## config.mk

```make
export PLATFORM = sky130hd
export DESIGN_NAME = port_nine
export DESIGN_NICKNAME = d
export VERILOG_FILES = /design/src/logic/port_nine_pkg.sv /design/src/logic/edge_detect.sv /design/src/logic/port_nine.sv
export VERILOG_INCLUDE_DIRS = /design/src /design/src/logic
export SDC_FILE = /design/constraint.sdc
export NUM_CORES = 1
export LEC_CHECK = 0
export ABC_AREA = 1
export BUFFER_PORTS_ARGS = -buffer_cell sky130_fd_sc_hd__buf_4
export CORE_MARGIN = 3
export CORE_UTILIZATION = 40
export DETAILED_ROUTE_END_ITERATION = 16
export PLACE_DENSITY = 0.62
export SLEW_MARGIN = 20
export SYNTH_ARGS = -nofsm -noshare
export SYNTH_HDL_FRONTEND = slang
export SYNTH_SLANG_ARGS = --single-unit
```

## constraint.sdc

```tcl
create_clock -name pclk -period 3.5 [get_ports pclk]
set_input_delay 0.175 -clock pclk [delete_from_list [all_inputs] [get_ports pclk]]
set_output_delay 0.175 -clock pclk [all_outputs]
set_load 0.01 [all_outputs]
```

## src/logic/port_nine_map.svh

```systemverilog
// register indices, reset values and field positions of the sixteen-bit port
`ifndef PORT_NINE_MAP_SVH
`define PORT_NINE_MAP_SVH
// register indices; byte address is four times the index
`define PORT_DATA_IDX 32'h0ffff450
`define PORT_DIRECTION_IDX 32'h0ffff451
`define PORT_MODE_SELECT_IDX 32'h0ffff452
`define FUNCTION_SELECT_LOW_IDX 32'h0ffff453
`define FUNCTION_SELECT_HIGH_IDX 32'h0ffff454
`define PULLUP_OPTION_IDX 32'h0ffff455
`define FALLING_EDGE_SELECT_UPPER_IDX 32'h0ffff456
`define RISING_EDGE_SELECT_UPPER_IDX 32'h0ffff457
`define EDGE_STATUS_IDX 32'h0ffff458
`define EDGE_CLEAR_IDX 32'h0ffff459
`define EDGE_ENABLE_IDX 32'h0ffff45a
// reset values
`define PORT_DATA_RST 16'h0000
`define PORT_DIRECTION_RST 16'hffff
`define PORT_MODE_SELECT_RST 16'h0000
`define FUNCTION_SELECT_RST 16'h0000
`define PULLUP_OPTION_RST 16'h0000
`define EDGE_SELECT_RST 8'h00
`define EDGE_STATUS_RST 8'h00
// pin positions with fixed control-mode routing
`define PIN_SERIAL_CLOCK 12
`define PIN_INT_FOUR 13
`define PIN_INT_FIVE 14
`define PIN_INT_SIX 15
// upper pins start here
`define UPPER_BASE 8
`endif

```

## src/logic/port_nine_pkg.sv

```systemverilog
// types and shared helper functions of the sixteen-bit port
package port_nine_pkg;
  typedef enum logic [1:0] {
    fsel_a,
    fsel_b,
    fsel_c,
    fsel_d
  } func_sel_e;
  typedef enum logic [1:0] {
    edge_none,
    edge_rise,
    edge_fall,
    edge_both
  } edge_mode_e;
  // falling select is the high bit, rising select the low bit
  function automatic edge_mode_e edge_mode(input logic fall, input logic rise);
    edge_mode = edge_mode_e'({fall, rise});
  endfunction : edge_mode
  // merge write data into a 16-bit register by byte strobes
  function automatic logic [15:0] strb_merge(input logic [15:0] old, input logic [31:0] wd,
                                             input logic [3:0] strb);
    strb_merge = old;
    if (strb[0]) begin
      strb_merge[7:0] = wd[7:0];
    end
    if (strb[1]) begin
      strb_merge[15:8] = wd[15:8];
    end
  endfunction : strb_merge
endpackage : port_nine_pkg

```

## src/logic/edge_detect.sv

```systemverilog
// per-bit edge detector for the eight upper pins
`timescale 1ns/1ps
module edge_detect
  import port_nine_pkg::*;
(
  input wire logic pclk,
  input wire logic presetn,
  input wire logic [7:0] level,
  input wire logic [7:0] fall_sel,
  input wire logic [7:0] rise_sel,
  output logic [7:0] evt_q
);
  logic [7:0] prev_q;
  logic [7:0] evt_d;

  always_ff @(posedge pclk or negedge presetn) begin
    if (!presetn) begin
      prev_q <= 8'h00;
    end else begin
      prev_q <= level;
    end
  end

  always_comb begin
    evt_d = 8'h00;
    for (int i = 0; i < 8; i++) begin
      case (edge_mode(fall_sel[i], rise_sel[i]))
        edge_none: evt_d[i] = 1'b0;
        edge_rise: evt_d[i] = level[i] & ~prev_q[i];
        edge_fall: evt_d[i] = ~level[i] & prev_q[i];
        edge_both: evt_d[i] = level[i] ^ prev_q[i];
        default: evt_d[i] = 1'b0;
      endcase
    end
  end

  always_ff @(posedge pclk or negedge presetn) begin
    if (!presetn) begin
      evt_q <= 8'h00;
    end else begin
      evt_q <= evt_d;
    end
  end
endmodule : edge_detect

```

## src/logic/port_nine.sv

```systemverilog
// sixteen-pin general purpose port with pin multiplexer and apb register access
//
// Local design decision: the APB slave port.
`timescale 1ns/1ps
`include "port_nine_map.svh"
module port_nine
  import port_nine_pkg::*;
(
  input wire logic pclk,
  input wire logic presetn,
  input wire logic psel,
  input wire logic penable,
  input wire logic pwrite,
  input wire logic [31:0] paddr,
  input wire logic [31:0] pwdata,
  input wire logic [3:0] pstrb,
  output logic [31:0] prdata,
  output logic pready,
  output logic pslverr,
  input wire logic [15:0] pin_i,
  output logic [15:0] pin_o,
  output logic [15:0] pin_oe,
  output logic [15:0] pullup_en,
  input wire logic [15:0] alt_out_a,
  input wire logic [15:0] alt_out_b,
  input wire logic [15:0] alt_out_c,
  input wire logic [15:0] alt_out_d,
  input wire logic [15:0] alt_oe_a,
  input wire logic [15:0] alt_oe_b,
  input wire logic [15:0] alt_oe_c,
  input wire logic [15:0] alt_oe_d,
  output logic [15:0] alt_in_a,
  output logic [15:0] alt_in_b,
  output logic [15:0] alt_in_c,
  output logic [15:0] alt_in_d,
  input wire logic clock_output_pin,
  input wire logic second_serial_clock_o,
  input wire logic second_serial_clock_oe,
  output logic second_serial_clock_i,
  output logic ext_interrupt_four,
  output logic ext_interrupt_five,
  output logic ext_interrupt_six,
  output logic irq
);
  logic [15:0] sync1_q;
  logic [15:0] pin_lvl_q;
  logic [15:0] port_data_q;
  logic [15:0] port_direction_q;
  logic [15:0] port_mode_select_q;
  logic [15:0] function_select_low_q;
  logic [15:0] function_select_high_q;
  logic [15:0] pullup_option_q;
  logic [7:0] falling_edge_select_upper_q;
  logic [7:0] rising_edge_select_upper_q;
  logic [7:0] edge_status_q;
  logic [7:0] edge_status_d;
  logic [7:0] edge_enable_q;
  logic [7:0] edge_clear;
  logic [7:0] edge_evt;
  logic [7:0] upper_ctrl_lvl;
  logic [15:0] pin_o_d;
  logic [15:0] pin_oe_d;
  logic [31:0] prdata_q;
  logic [31:0] rdata_d;
  logic setup;
  logic wr_en;
  logic hit;
  logic [31:0] idx;

  // index from byte address; low two bits are ignored
  function automatic logic [31:0] word_index(input logic [31:0] a);
    word_index = {2'b00, a[31:2]};
  endfunction : word_index

  // alternate function for one pin from its two select bits
  function automatic logic pick(input func_sel_e s, input logic a, input logic b,
                                input logic c, input logic d);
    case (s)
      fsel_a: pick = a;
      fsel_b: pick = b;
      fsel_c: pick = c;
      fsel_d: pick = d;
      default: pick = a;
    endcase
  endfunction : pick

  function automatic func_sel_e sel_of(input logic hi, input logic lo);
    sel_of = func_sel_e'({hi, lo});
  endfunction : sel_of

  // apb handshake: zero wait states, error on unmapped index
  assign setup = psel & ~penable;
  assign wr_en = psel & penable & pwrite & hit;
  assign idx = word_index(paddr);
  assign pready = 1'b1;
  assign pslverr = psel & penable & ~hit;
  assign prdata = prdata_q;

  always_comb begin
    case (idx)
      `PORT_DATA_IDX,
      `PORT_DIRECTION_IDX,
      `PORT_MODE_SELECT_IDX,
      `FUNCTION_SELECT_LOW_IDX,
      `FUNCTION_SELECT_HIGH_IDX,
      `PULLUP_OPTION_IDX,
      `FALLING_EDGE_SELECT_UPPER_IDX,
      `RISING_EDGE_SELECT_UPPER_IDX,
      `EDGE_STATUS_IDX,
      `EDGE_CLEAR_IDX,
      `EDGE_ENABLE_IDX: hit = 1'b1;
      default: hit = 1'b0;
    endcase
  end

  // pins are asynchronous to pclk
  always_ff @(posedge pclk or negedge presetn) begin
    if (!presetn) begin
      sync1_q <= 16'h0000;
      pin_lvl_q <= 16'h0000;
    end else begin
      sync1_q <= pin_i;
      pin_lvl_q <= sync1_q;
    end
  end

  // output latch written whatever the direction; the pin follows only as output
  always_ff @(posedge pclk or negedge presetn) begin
    if (!presetn) begin
      port_data_q <= `PORT_DATA_RST;
    end else if (wr_en && idx == `PORT_DATA_IDX) begin
      port_data_q <= strb_merge(port_data_q, pwdata, pstrb);
    end
  end

  always_ff @(posedge pclk or negedge presetn) begin
    if (!presetn) begin
      port_direction_q <= `PORT_DIRECTION_RST;
    end else if (wr_en && idx == `PORT_DIRECTION_IDX) begin
      port_direction_q <= strb_merge(port_direction_q, pwdata, pstrb);
    end
  end

  always_ff @(posedge pclk or negedge presetn) begin
    if (!presetn) begin
      port_mode_select_q <= `PORT_MODE_SELECT_RST;
    end else if (wr_en && idx == `PORT_MODE_SELECT_IDX) begin
      port_mode_select_q <= strb_merge(port_mode_select_q, pwdata, pstrb);
    end
  end

  always_ff @(posedge pclk or negedge presetn) begin
    if (!presetn) begin
      function_select_low_q <= `FUNCTION_SELECT_RST;
    end else if (wr_en && idx == `FUNCTION_SELECT_LOW_IDX) begin
      function_select_low_q <= strb_merge(function_select_low_q, pwdata, pstrb);
    end
  end

  always_ff @(posedge pclk or negedge presetn) begin
    if (!presetn) begin
      function_select_high_q <= `FUNCTION_SELECT_RST;
    end else if (wr_en && idx == `FUNCTION_SELECT_HIGH_IDX) begin
      function_select_high_q <= strb_merge(function_select_high_q, pwdata, pstrb);
    end
  end

  always_ff @(posedge pclk or negedge presetn) begin
    if (!presetn) begin
      pullup_option_q <= `PULLUP_OPTION_RST;
    end else if (wr_en && idx == `PULLUP_OPTION_IDX) begin
      pullup_option_q <= strb_merge(pullup_option_q, pwdata, pstrb);
    end
  end

  // edge selects cover pins 8 to 15 only
  always_ff @(posedge pclk or negedge presetn) begin
    if (!presetn) begin
      falling_edge_select_upper_q <= `EDGE_SELECT_RST;
    end else if (wr_en && idx == `FALLING_EDGE_SELECT_UPPER_IDX && pstrb[0]) begin
      falling_edge_select_upper_q <= pwdata[7:0];
    end
  end

  always_ff @(posedge pclk or negedge presetn) begin
    if (!presetn) begin
      rising_edge_select_upper_q <= `EDGE_SELECT_RST;
    end else if (wr_en && idx == `RISING_EDGE_SELECT_UPPER_IDX && pstrb[0]) begin
      rising_edge_select_upper_q <= pwdata[7:0];
    end
  end

  always_ff @(posedge pclk or negedge presetn) begin
    if (!presetn) begin
      edge_enable_q <= 8'h00;
    end else if (wr_en && idx == `EDGE_ENABLE_IDX && pstrb[0]) begin
      edge_enable_q <= pwdata[7:0];
    end
  end

  // write-one-to-clear; a new edge in the same cycle wins over the clear
  assign edge_clear = (wr_en && idx == `EDGE_CLEAR_IDX && pstrb[0]) ? pwdata[7:0] : 8'h00;
  assign edge_status_d = (edge_status_q & ~edge_clear) | edge_evt;

  always_ff @(posedge pclk or negedge presetn) begin
    if (!presetn) begin
      edge_status_q <= `EDGE_STATUS_RST;
    end else begin
      edge_status_q <= edge_status_d;
    end
  end

  assign irq = |(edge_status_q & edge_enable_q);

  // detection sees a pin only in control mode, so leaving control mode with
  // selects still set looks like an edge to the detector
  assign upper_ctrl_lvl = pin_lvl_q[15:8] & port_mode_select_q[15:8];

  edge_detect u_edge (
    .pclk(pclk),
    .presetn(presetn),
    .level(upper_ctrl_lvl),
    .fall_sel(falling_edge_select_upper_q),
    .rise_sel(rising_edge_select_upper_q),
    .evt_q(edge_evt)
  );

  // pin 13 carries interrupt four also when the clock output is selected
  assign ext_interrupt_four = edge_evt[`PIN_INT_FOUR - `UPPER_BASE];
  assign ext_interrupt_five = edge_evt[`PIN_INT_FIVE - `UPPER_BASE];
  assign ext_interrupt_six = edge_evt[`PIN_INT_SIX - `UPPER_BASE];

  // pin drive: port mode follows latch and direction, control mode the selected function except on pins 12 to 15, which have fixed routing
  always_comb begin
    pin_o_d = 16'h0000;
    pin_oe_d = 16'h0000;
    for (int i = 0; i < 16; i++) begin
      if (!port_mode_select_q[i]) begin
        pin_o_d[i] = port_data_q[i];
        pin_oe_d[i] = ~port_direction_q[i];
      end else begin
        pin_o_d[i] = pick(sel_of(function_select_high_q[i], function_select_low_q[i]),
                          alt_out_a[i], alt_out_b[i], alt_out_c[i], alt_out_d[i]);
        pin_oe_d[i] = pick(sel_of(function_select_high_q[i], function_select_low_q[i]),
                           alt_oe_a[i], alt_oe_b[i], alt_oe_c[i], alt_oe_d[i]);
      end
    end
    if (port_mode_select_q[`PIN_SERIAL_CLOCK]) begin
      pin_o_d[`PIN_SERIAL_CLOCK] = second_serial_clock_o;
      pin_oe_d[`PIN_SERIAL_CLOCK] = second_serial_clock_oe;
    end
    if (port_mode_select_q[`PIN_INT_FOUR]) begin
      pin_o_d[`PIN_INT_FOUR] = clock_output_pin;
      pin_oe_d[`PIN_INT_FOUR] = sel_of(function_select_high_q[`PIN_INT_FOUR],
                                       function_select_low_q[`PIN_INT_FOUR]) == fsel_c;
    end
    if (port_mode_select_q[`PIN_INT_FIVE]) begin
      pin_o_d[`PIN_INT_FIVE] = 1'b0;
      pin_oe_d[`PIN_INT_FIVE] = 1'b0;
    end
    if (port_mode_select_q[`PIN_INT_SIX]) begin
      pin_o_d[`PIN_INT_SIX] = 1'b0;
      pin_oe_d[`PIN_INT_SIX] = 1'b0;
    end
  end

  always_ff @(posedge pclk or negedge presetn) begin
    if (!presetn) begin
      pin_o <= 16'h0000;
      pin_oe <= 16'h0000;
      pullup_en <= 16'h0000;
    end else begin
      pin_o <= pin_o_d;
      pin_oe <= pin_oe_d;
      pullup_en <= pullup_option_q;
    end
  end

  // received levels go to the selected function; pin 12 in control mode also goes to the serial clock input
  always_ff @(posedge pclk or negedge presetn) begin
    if (!presetn) begin
      alt_in_a <= 16'h0000;
      alt_in_b <= 16'h0000;
      alt_in_c <= 16'h0000;
      alt_in_d <= 16'h0000;
      second_serial_clock_i <= 1'b0;
    end else begin
      for (int i = 0; i < 16; i++) begin
        alt_in_a[i] <= port_mode_select_q[i] & pin_lvl_q[i] &
                       (sel_of(function_select_high_q[i], function_select_low_q[i]) == fsel_a);
        alt_in_b[i] <= port_mode_select_q[i] & pin_lvl_q[i] &
                       (sel_of(function_select_high_q[i], function_select_low_q[i]) == fsel_b);
        alt_in_c[i] <= port_mode_select_q[i] & pin_lvl_q[i] &
                       (sel_of(function_select_high_q[i], function_select_low_q[i]) == fsel_c);
        alt_in_d[i] <= port_mode_select_q[i] & pin_lvl_q[i] &
                       (sel_of(function_select_high_q[i], function_select_low_q[i]) == fsel_d);
      end
      second_serial_clock_i <= port_mode_select_q[`PIN_SERIAL_CLOCK] &
                               pin_lvl_q[`PIN_SERIAL_CLOCK];
    end
  end

  // read data; the data register shows pin levels, not the latch
  always_comb begin
    case (idx)
      `PORT_DATA_IDX: rdata_d = {16'h0000, pin_lvl_q};
      `PORT_DIRECTION_IDX: rdata_d = {16'h0000, port_direction_q};
      `PORT_MODE_SELECT_IDX: rdata_d = {16'h0000, port_mode_select_q};
      `FUNCTION_SELECT_LOW_IDX: rdata_d = {16'h0000, function_select_low_q};
      `FUNCTION_SELECT_HIGH_IDX: rdata_d = {16'h0000, function_select_high_q};
      `PULLUP_OPTION_IDX: rdata_d = {16'h0000, pullup_option_q};
      `FALLING_EDGE_SELECT_UPPER_IDX: rdata_d = {24'h000000, falling_edge_select_upper_q};
      `RISING_EDGE_SELECT_UPPER_IDX: rdata_d = {24'h000000, rising_edge_select_upper_q};
      `EDGE_STATUS_IDX: rdata_d = {24'h000000, edge_status_q};
      `EDGE_ENABLE_IDX: rdata_d = {24'h000000, edge_enable_q};
      default: rdata_d = 32'h00000000;
    endcase
  end

  // captured at the setup edge so read data comes from a flop in the access phase
  always_ff @(posedge pclk or negedge presetn) begin
    if (!presetn) begin
      prdata_q <= 32'h00000000;
    end else if (setup && !pwrite) begin
      prdata_q <= rdata_d;
    end
  end
endmodule : port_nine

```

* Word-level counts from Yosys, hierarchy flattened *
Cells that the tools add are included.
W data, S select, Z words.

storage, ports and cells
  memories kept = 0
  bits in read-only memories = 0
  RAM bits = 0
  bits in registers = 321
  word-level logic and storage cells = 381
  output and inout bits = 151
  bits in latches = 0

operators by class
  multipliers = 0
  shifts and indexed selects = 0
  reductions and logical operators = 54
  muxes and demuxes = 67
  magnitude comparators = 0
  add/sub/neg operators = 0
  equality and inequality tests = 83
  bitwise gates (word level) = 148
  div/mod/pow operators = 0

operators by type and width
  operator                number
  $eq A30 B28 Y1 const B  11
  $pmux W16 S10           1
  $pmux W1 S4             32
  $and A1 B1 Y1           101
  $eq A2 B2 Y1 const B    48
  $eq A2 B1 Y1 const B    24
  $logic_not A2 Y1        24
  $not A1 Y1              34
  $mux W1                 33
  $and A8 B8 Y8           3
  $reduce_and A2 Y1       12
  $logic_and A1 B1 Y1     15
  $reduce_or A11 Y1       1
  $mux W8                 1
  $not A8 Y8              1
  $or A8 B8 Y8            1
  $reduce_or A8 Y1        1
  $xor A1 B1 Y1           8
  $logic_not A1 Y1        1

* Logic depth before layout (Yosys ltp) *
  depth in word-level cells = 10
  depth in mapped cells = 15

* Hierarchy *
Synthesis repeated with hierarchy kept, for this count alone.

unflattened totals
  cells, all modules = 1548
  area total of the unflattened synthesis = 13497.9 um2

modules (own cells, without submodules)
  module       times used  cells each  area an instance (um2)  sequential area each (um2)
  port_nine    1           1444        12587.1                 7252.0
  edge_detect  1           104         910.9                   400.4

* Worst setup path after synthesis *
OpenSTA, ideal clock, no wires.

  path kind = input-to-reg
  start = in paddr[11]
  end = reg function_select_high_q[0]
  buffers on the path = 2
  required time = 3.383 ns
  stages = 14
  arrival = 1.483 ns
  slack = 1.900 ns
  path through = inv_1 nand2_1 nor2_1 nand2_1 buf_2 nor2_1 nand2_1 nand2_1 nor2_1 nand3_2 buf_6 nand4_4 nand2_1 nand2_1

on the way
  longest elaborated chain between the ends = 6
  elaborated cells on any way between the ends = 16

RTL lines
  item                                      RTL line          RTL
  start: declaration                        port_nine.sv:14   input wire logic [31:0] paddr,
  $eq A30 B28 Y1                            port_nine.sv:100  case (idx)
  $reduce_or A11 Y1                         port_nine.sv:100
  $mux W1                                   port_nine.sv:100
  $and A1 B1 Y1                             port_nine.sv:93   assign wr_en = psel & penable & pwrite & hit;
  $logic_and A1 B1 Y1 (no source line) (*)  --
  $reduce_and A2 Y1 (no source line) (*)    --
  end signal: assignment                    port_nine.sv:162  function_select_high_q <= `FUNCTION_SELECT_RST;
  end signal: assignment                    port_nine.sv:164  function_select_high_q <= strb_merge(function_select_high_q, pwdata, pstrb);
  end: declaration                          port_nine.sv:51   logic [15:0] function_select_high_q;

Every way passes the cells marked *; elsewhere a longest branch is shown, timed or not.
A chain may end at the register's enable or synchronous reset.

* Worst setup path in the final report *
  start = in paddr[14]
  end = out pslverr

on the way
  longest elaborated chain between the ends = 5
  elaborated cells on any way between the ends = 15

RTL lines
  item                   RTL line          RTL
  $eq A30 B28 Y1         port_nine.sv:100
  $reduce_or A11 Y1 (*)  port_nine.sv:100
  $mux W1 (*)            port_nine.sv:100
  $not A1 Y1 (*)         port_nine.sv:96   assign pslverr = psel & penable & ~hit;
  $and A1 B1 Y1 (*)      port_nine.sv:96
  end: declaration       port_nine.sv:19   output logic pslverr,

Marks and branches as above.

==> impl_metrics.py <==
metrics = {
    "grt": {
        "grtUsageTotal_pct": 22.6,
        "grt.overflow.total": 0,
        "grt_pass1_vias": 11500,
        "antenna_found_initial": 2,
        "grt_pass1_wl_um": 63400,
        "grt_max_degree": 87,
    },
    "worst_setup_path": {
        "cp_cell_sequence": "buf_4, nand2_1, nor2_1, nand2_1, nor2_1, nand2_2, buf_4, nand2_1, nor2_1, nand3_2, buf_4, nor2_1, buf_4",
        "worstPathArrival_ps": 2310,
        "startpoint": "paddr[14]",
        "crit_family": "simple AND/OR/NAND/NOR gates",
        "cp_slowest_stage_delay_ps": 350,
        "slowest_stage": "buf_4",
        "reg2reg_from": "port_mode_select_q[15]$_DFFE_PN0P_",
        "path_class": "in -> out",
        "crit_buf_inv": 4,
        "cp-start-kind": "primary input",
        "r2r_setup_slack_ps": 2090,
        "worstPathMaxFanout": 16,
        "worstPathRequired_ps": 3320,
        "rr_endpoint": "u_edge.evt_q[7]$_DFF_PN0_",
        "r2r_cells": 6,
        "end_kind": "output pin",
    },
    "clock_network": {
        "cts_resized": 0,
        "clkSinkCount": 304,
        "cts_setup_buffers": 0,
        "clk_pin_slew_worst_paths_ps": 60,
        "cts_hold_buf": 60,
        "cts_max_level": 2,
        "cts_tree": "done",
        "cts-root-buf": "clkbuf_16",
        "cts.path.max_buffers": 3,
        "clock_latency_ps": 510,
        "cts_buffers": 36,
    },
    "final_layout": {
        "fin_nets": 2112,
        "fillCellCount": 3026,
        "area_delta_synth_final_pct": 34.1,
        "drive_gt1_share_pct": 22.6,
        "final_common_cell": "nand2_1",
        "layout_common_cells": "548 x nand2_1, 311 x buf_4, 288 x dfrtp_1",
    },
    "floorplanning": {
        "core_mm2": 0.0326,
        "die_x_um": 188,
        "top_level_ports": 371,
        "chipHeight_um": 188,
        "num_rows": 66,
        "initial_core_util_pct": 40.7,
        "dieArea_mm2": 0.0354,
    },
    "power_and_ir_drop": {
        "powerDensity_mw_per_mm2": 436,
        "p_switching_uw": 1650,
        "pwr-share-comb_pct": 4.9,
        "ir_worst_vdd_uv": 309,
        "seq_power_share_pct": 45.7,
        "clkPwrFrac_pct": 49.3,
        "intPower_uw": 6100,
        "leakage_uw": 0.00914,
        "p_total_uw": 7750,
        "switching_share_pct": 21.3,
    },
    "timing": {
        "max_slew_margin_pct": 37.4,
        "maxSlewViolCount": 0,
        "worst_pin_slew_ps": 938,
        "skew_ps": 12.8,
        "fmax_mhz": 403,
        "holdWs_ps": 53.5,
        "post-route-min-period_ps": 2480,
        "rsz0062_at_grt": "false",
        "finalSetupTns_ps": 0,
        "setup_viol": 0,
        "hold_viol": 0,
        "period_share_pct": 71.0,
    },
    "logic_synthesis": {
        "syn_inst": 1507,
        "synth-seq-area-share_pct": 57.5,
        "syn_area_per_cell_um2": 8.80,
        "yosys_warnings": 0,
        "synth_top_flop_cell": "dfrtp_1",
        "ys_ff_latch": 304,
        "synth_edf_count": 0,
        "netlist_area_mm2": 0.0133,
        "synth.distinct_cells": 35,
        "async_reset_ff_share_pct": 100,
    },
    "placed_design": {
        "hpwl_um": 28000,
        "routabilityCongestion": 0.858,
        "port-buffer-count": 301,
    },
    "route": {
        "dr_total_vias": 11600,
        "wl_um": 40500,
        "drt.antenna.violating_nets": 0,
        "drc_errors": 0,
        "drt_iter0_markers": 673,
        "wl_per_cell_um": 17.3,
        "drtPass1Iterations": 5,
        "vias_per_cell": 4.96,
    },
    "min_path": {
        "hold_end": "pin_oe[11]$_DFF_PN0_",
        "worstHoldPathType": "in -> reg",
        "hold_start": "alt_oe_b[11]",
        "hold_depth": 5,
    },
    "run": {
        "max_cap_viol_count": 0,
    },
    "status": {
        "status": "completed",
    },
}
metrics by stage:
| step | worst slack (ps) | instance area, µm² | cells | util, % |
|---|---|---|---|---|
| CTS | 1040 | 17800 | 2346 | 54.5 |
| finish | 1020 | 17800 | 2347 | 54.5 |
| global placement | 865 | 16000 | 2220 | 48.9 |
| detailed placement | 839 | 16000 | 2220 | 48.9 |
| global route | 883 | 17800 | 2347 | 54.5 |
| floorplan | 1900 | 13300 | 1522 | - |
worst min-delay path, stage by stage:
cell	delay (ps)
buf_4	80
nand3_1	60
nand3_1	60
a211oi_1	40
a21oi_1	100
worst max path at each step:
| stage | cells after the start | end | slack [ps] |
|---|---|---|---|
| 2_1_floorplan | 14 | function_select_high_q[0]$_DFFE_PN0P_ | 1900 |
| 3_3_place_gp | 13 | function_select_high_q[14]$_DFFE_PN0P_ | 860 |
| 3_5_place_dp | 14 | function_select_high_q[6]$_DFFE_PN0P_ | 840 |
| 4_1_cts | 13 | pslverr | 1040 |
| 5_1_grt | 13 | pslverr | 880 |
| 6_report | 13 | pslverr | 1020 |
power by group through the flow:
stage               sequential (µW)  combinational, µW  clock, µW
finish                         3540                382       3820
global route                   3540                420       4060
CTS                            3540                388       3900
detailed placement             3610                331          0
global placement               3610                328          0
floorplan                      3600               83.5          0
logic make-up after synthesis:
logic type | synth area share, %
other | 0.0566
buffers and inverters | 6.21
adder cells (fa/ha/maj) | 1.51
AND/OR/NAND/NOR | 27.9
AO/OA/AOI/OAI | 6.79
flip-flops | 57.5
layout make-up:
class	instances	area (µm²)	area share, %
Antenna cell	1	2.50	0.0141
Inverter	133	499	2.81
Multi-Input combinational cell	1027	4880	27.5
Timing Repair Buffer	374	2990	16.8
Sequential cell	304	7630	42.9
Clock buffer	52	1040	5.87
Clock inverter	14	184	1.03
Tap cell	442	553	3.11
cell usage after synthesis, types with 9 or more instances:
library cell / instances / area (µm²)
nand4_4: 9 / 191
nor2_4: 9 / 101
ha_1: 16 / 200
nor3_1: 57 / 285
clkbuf_1: 29 / 109
nand3_1: 99 / 495
o21ai_0: 91 / 455
dfrtp_1: 288 / 7210
inv_1: 129 / 484
dfstp_2: 16 / 420
o22ai_1: 18 / 113
nand2_1: 548 / 2060
buf_4: 18 / 135
nor2_1: 77 / 289
a21oi_1: 23 / 115
per-layer routing:
layer  up-vias  routed length (µm)  part of all wire, %  global-route usage, %
li1       5551                   -                    -                      -
met1      5625               17500                   43                   30.4
met2       402               19500                   48                   37.6
met3        61                2600                  6.4                   4.39
met4         0                 896                  2.2                   6.15
met5         -                   0                    0                      0
Power figures use the tool's default switching activity.
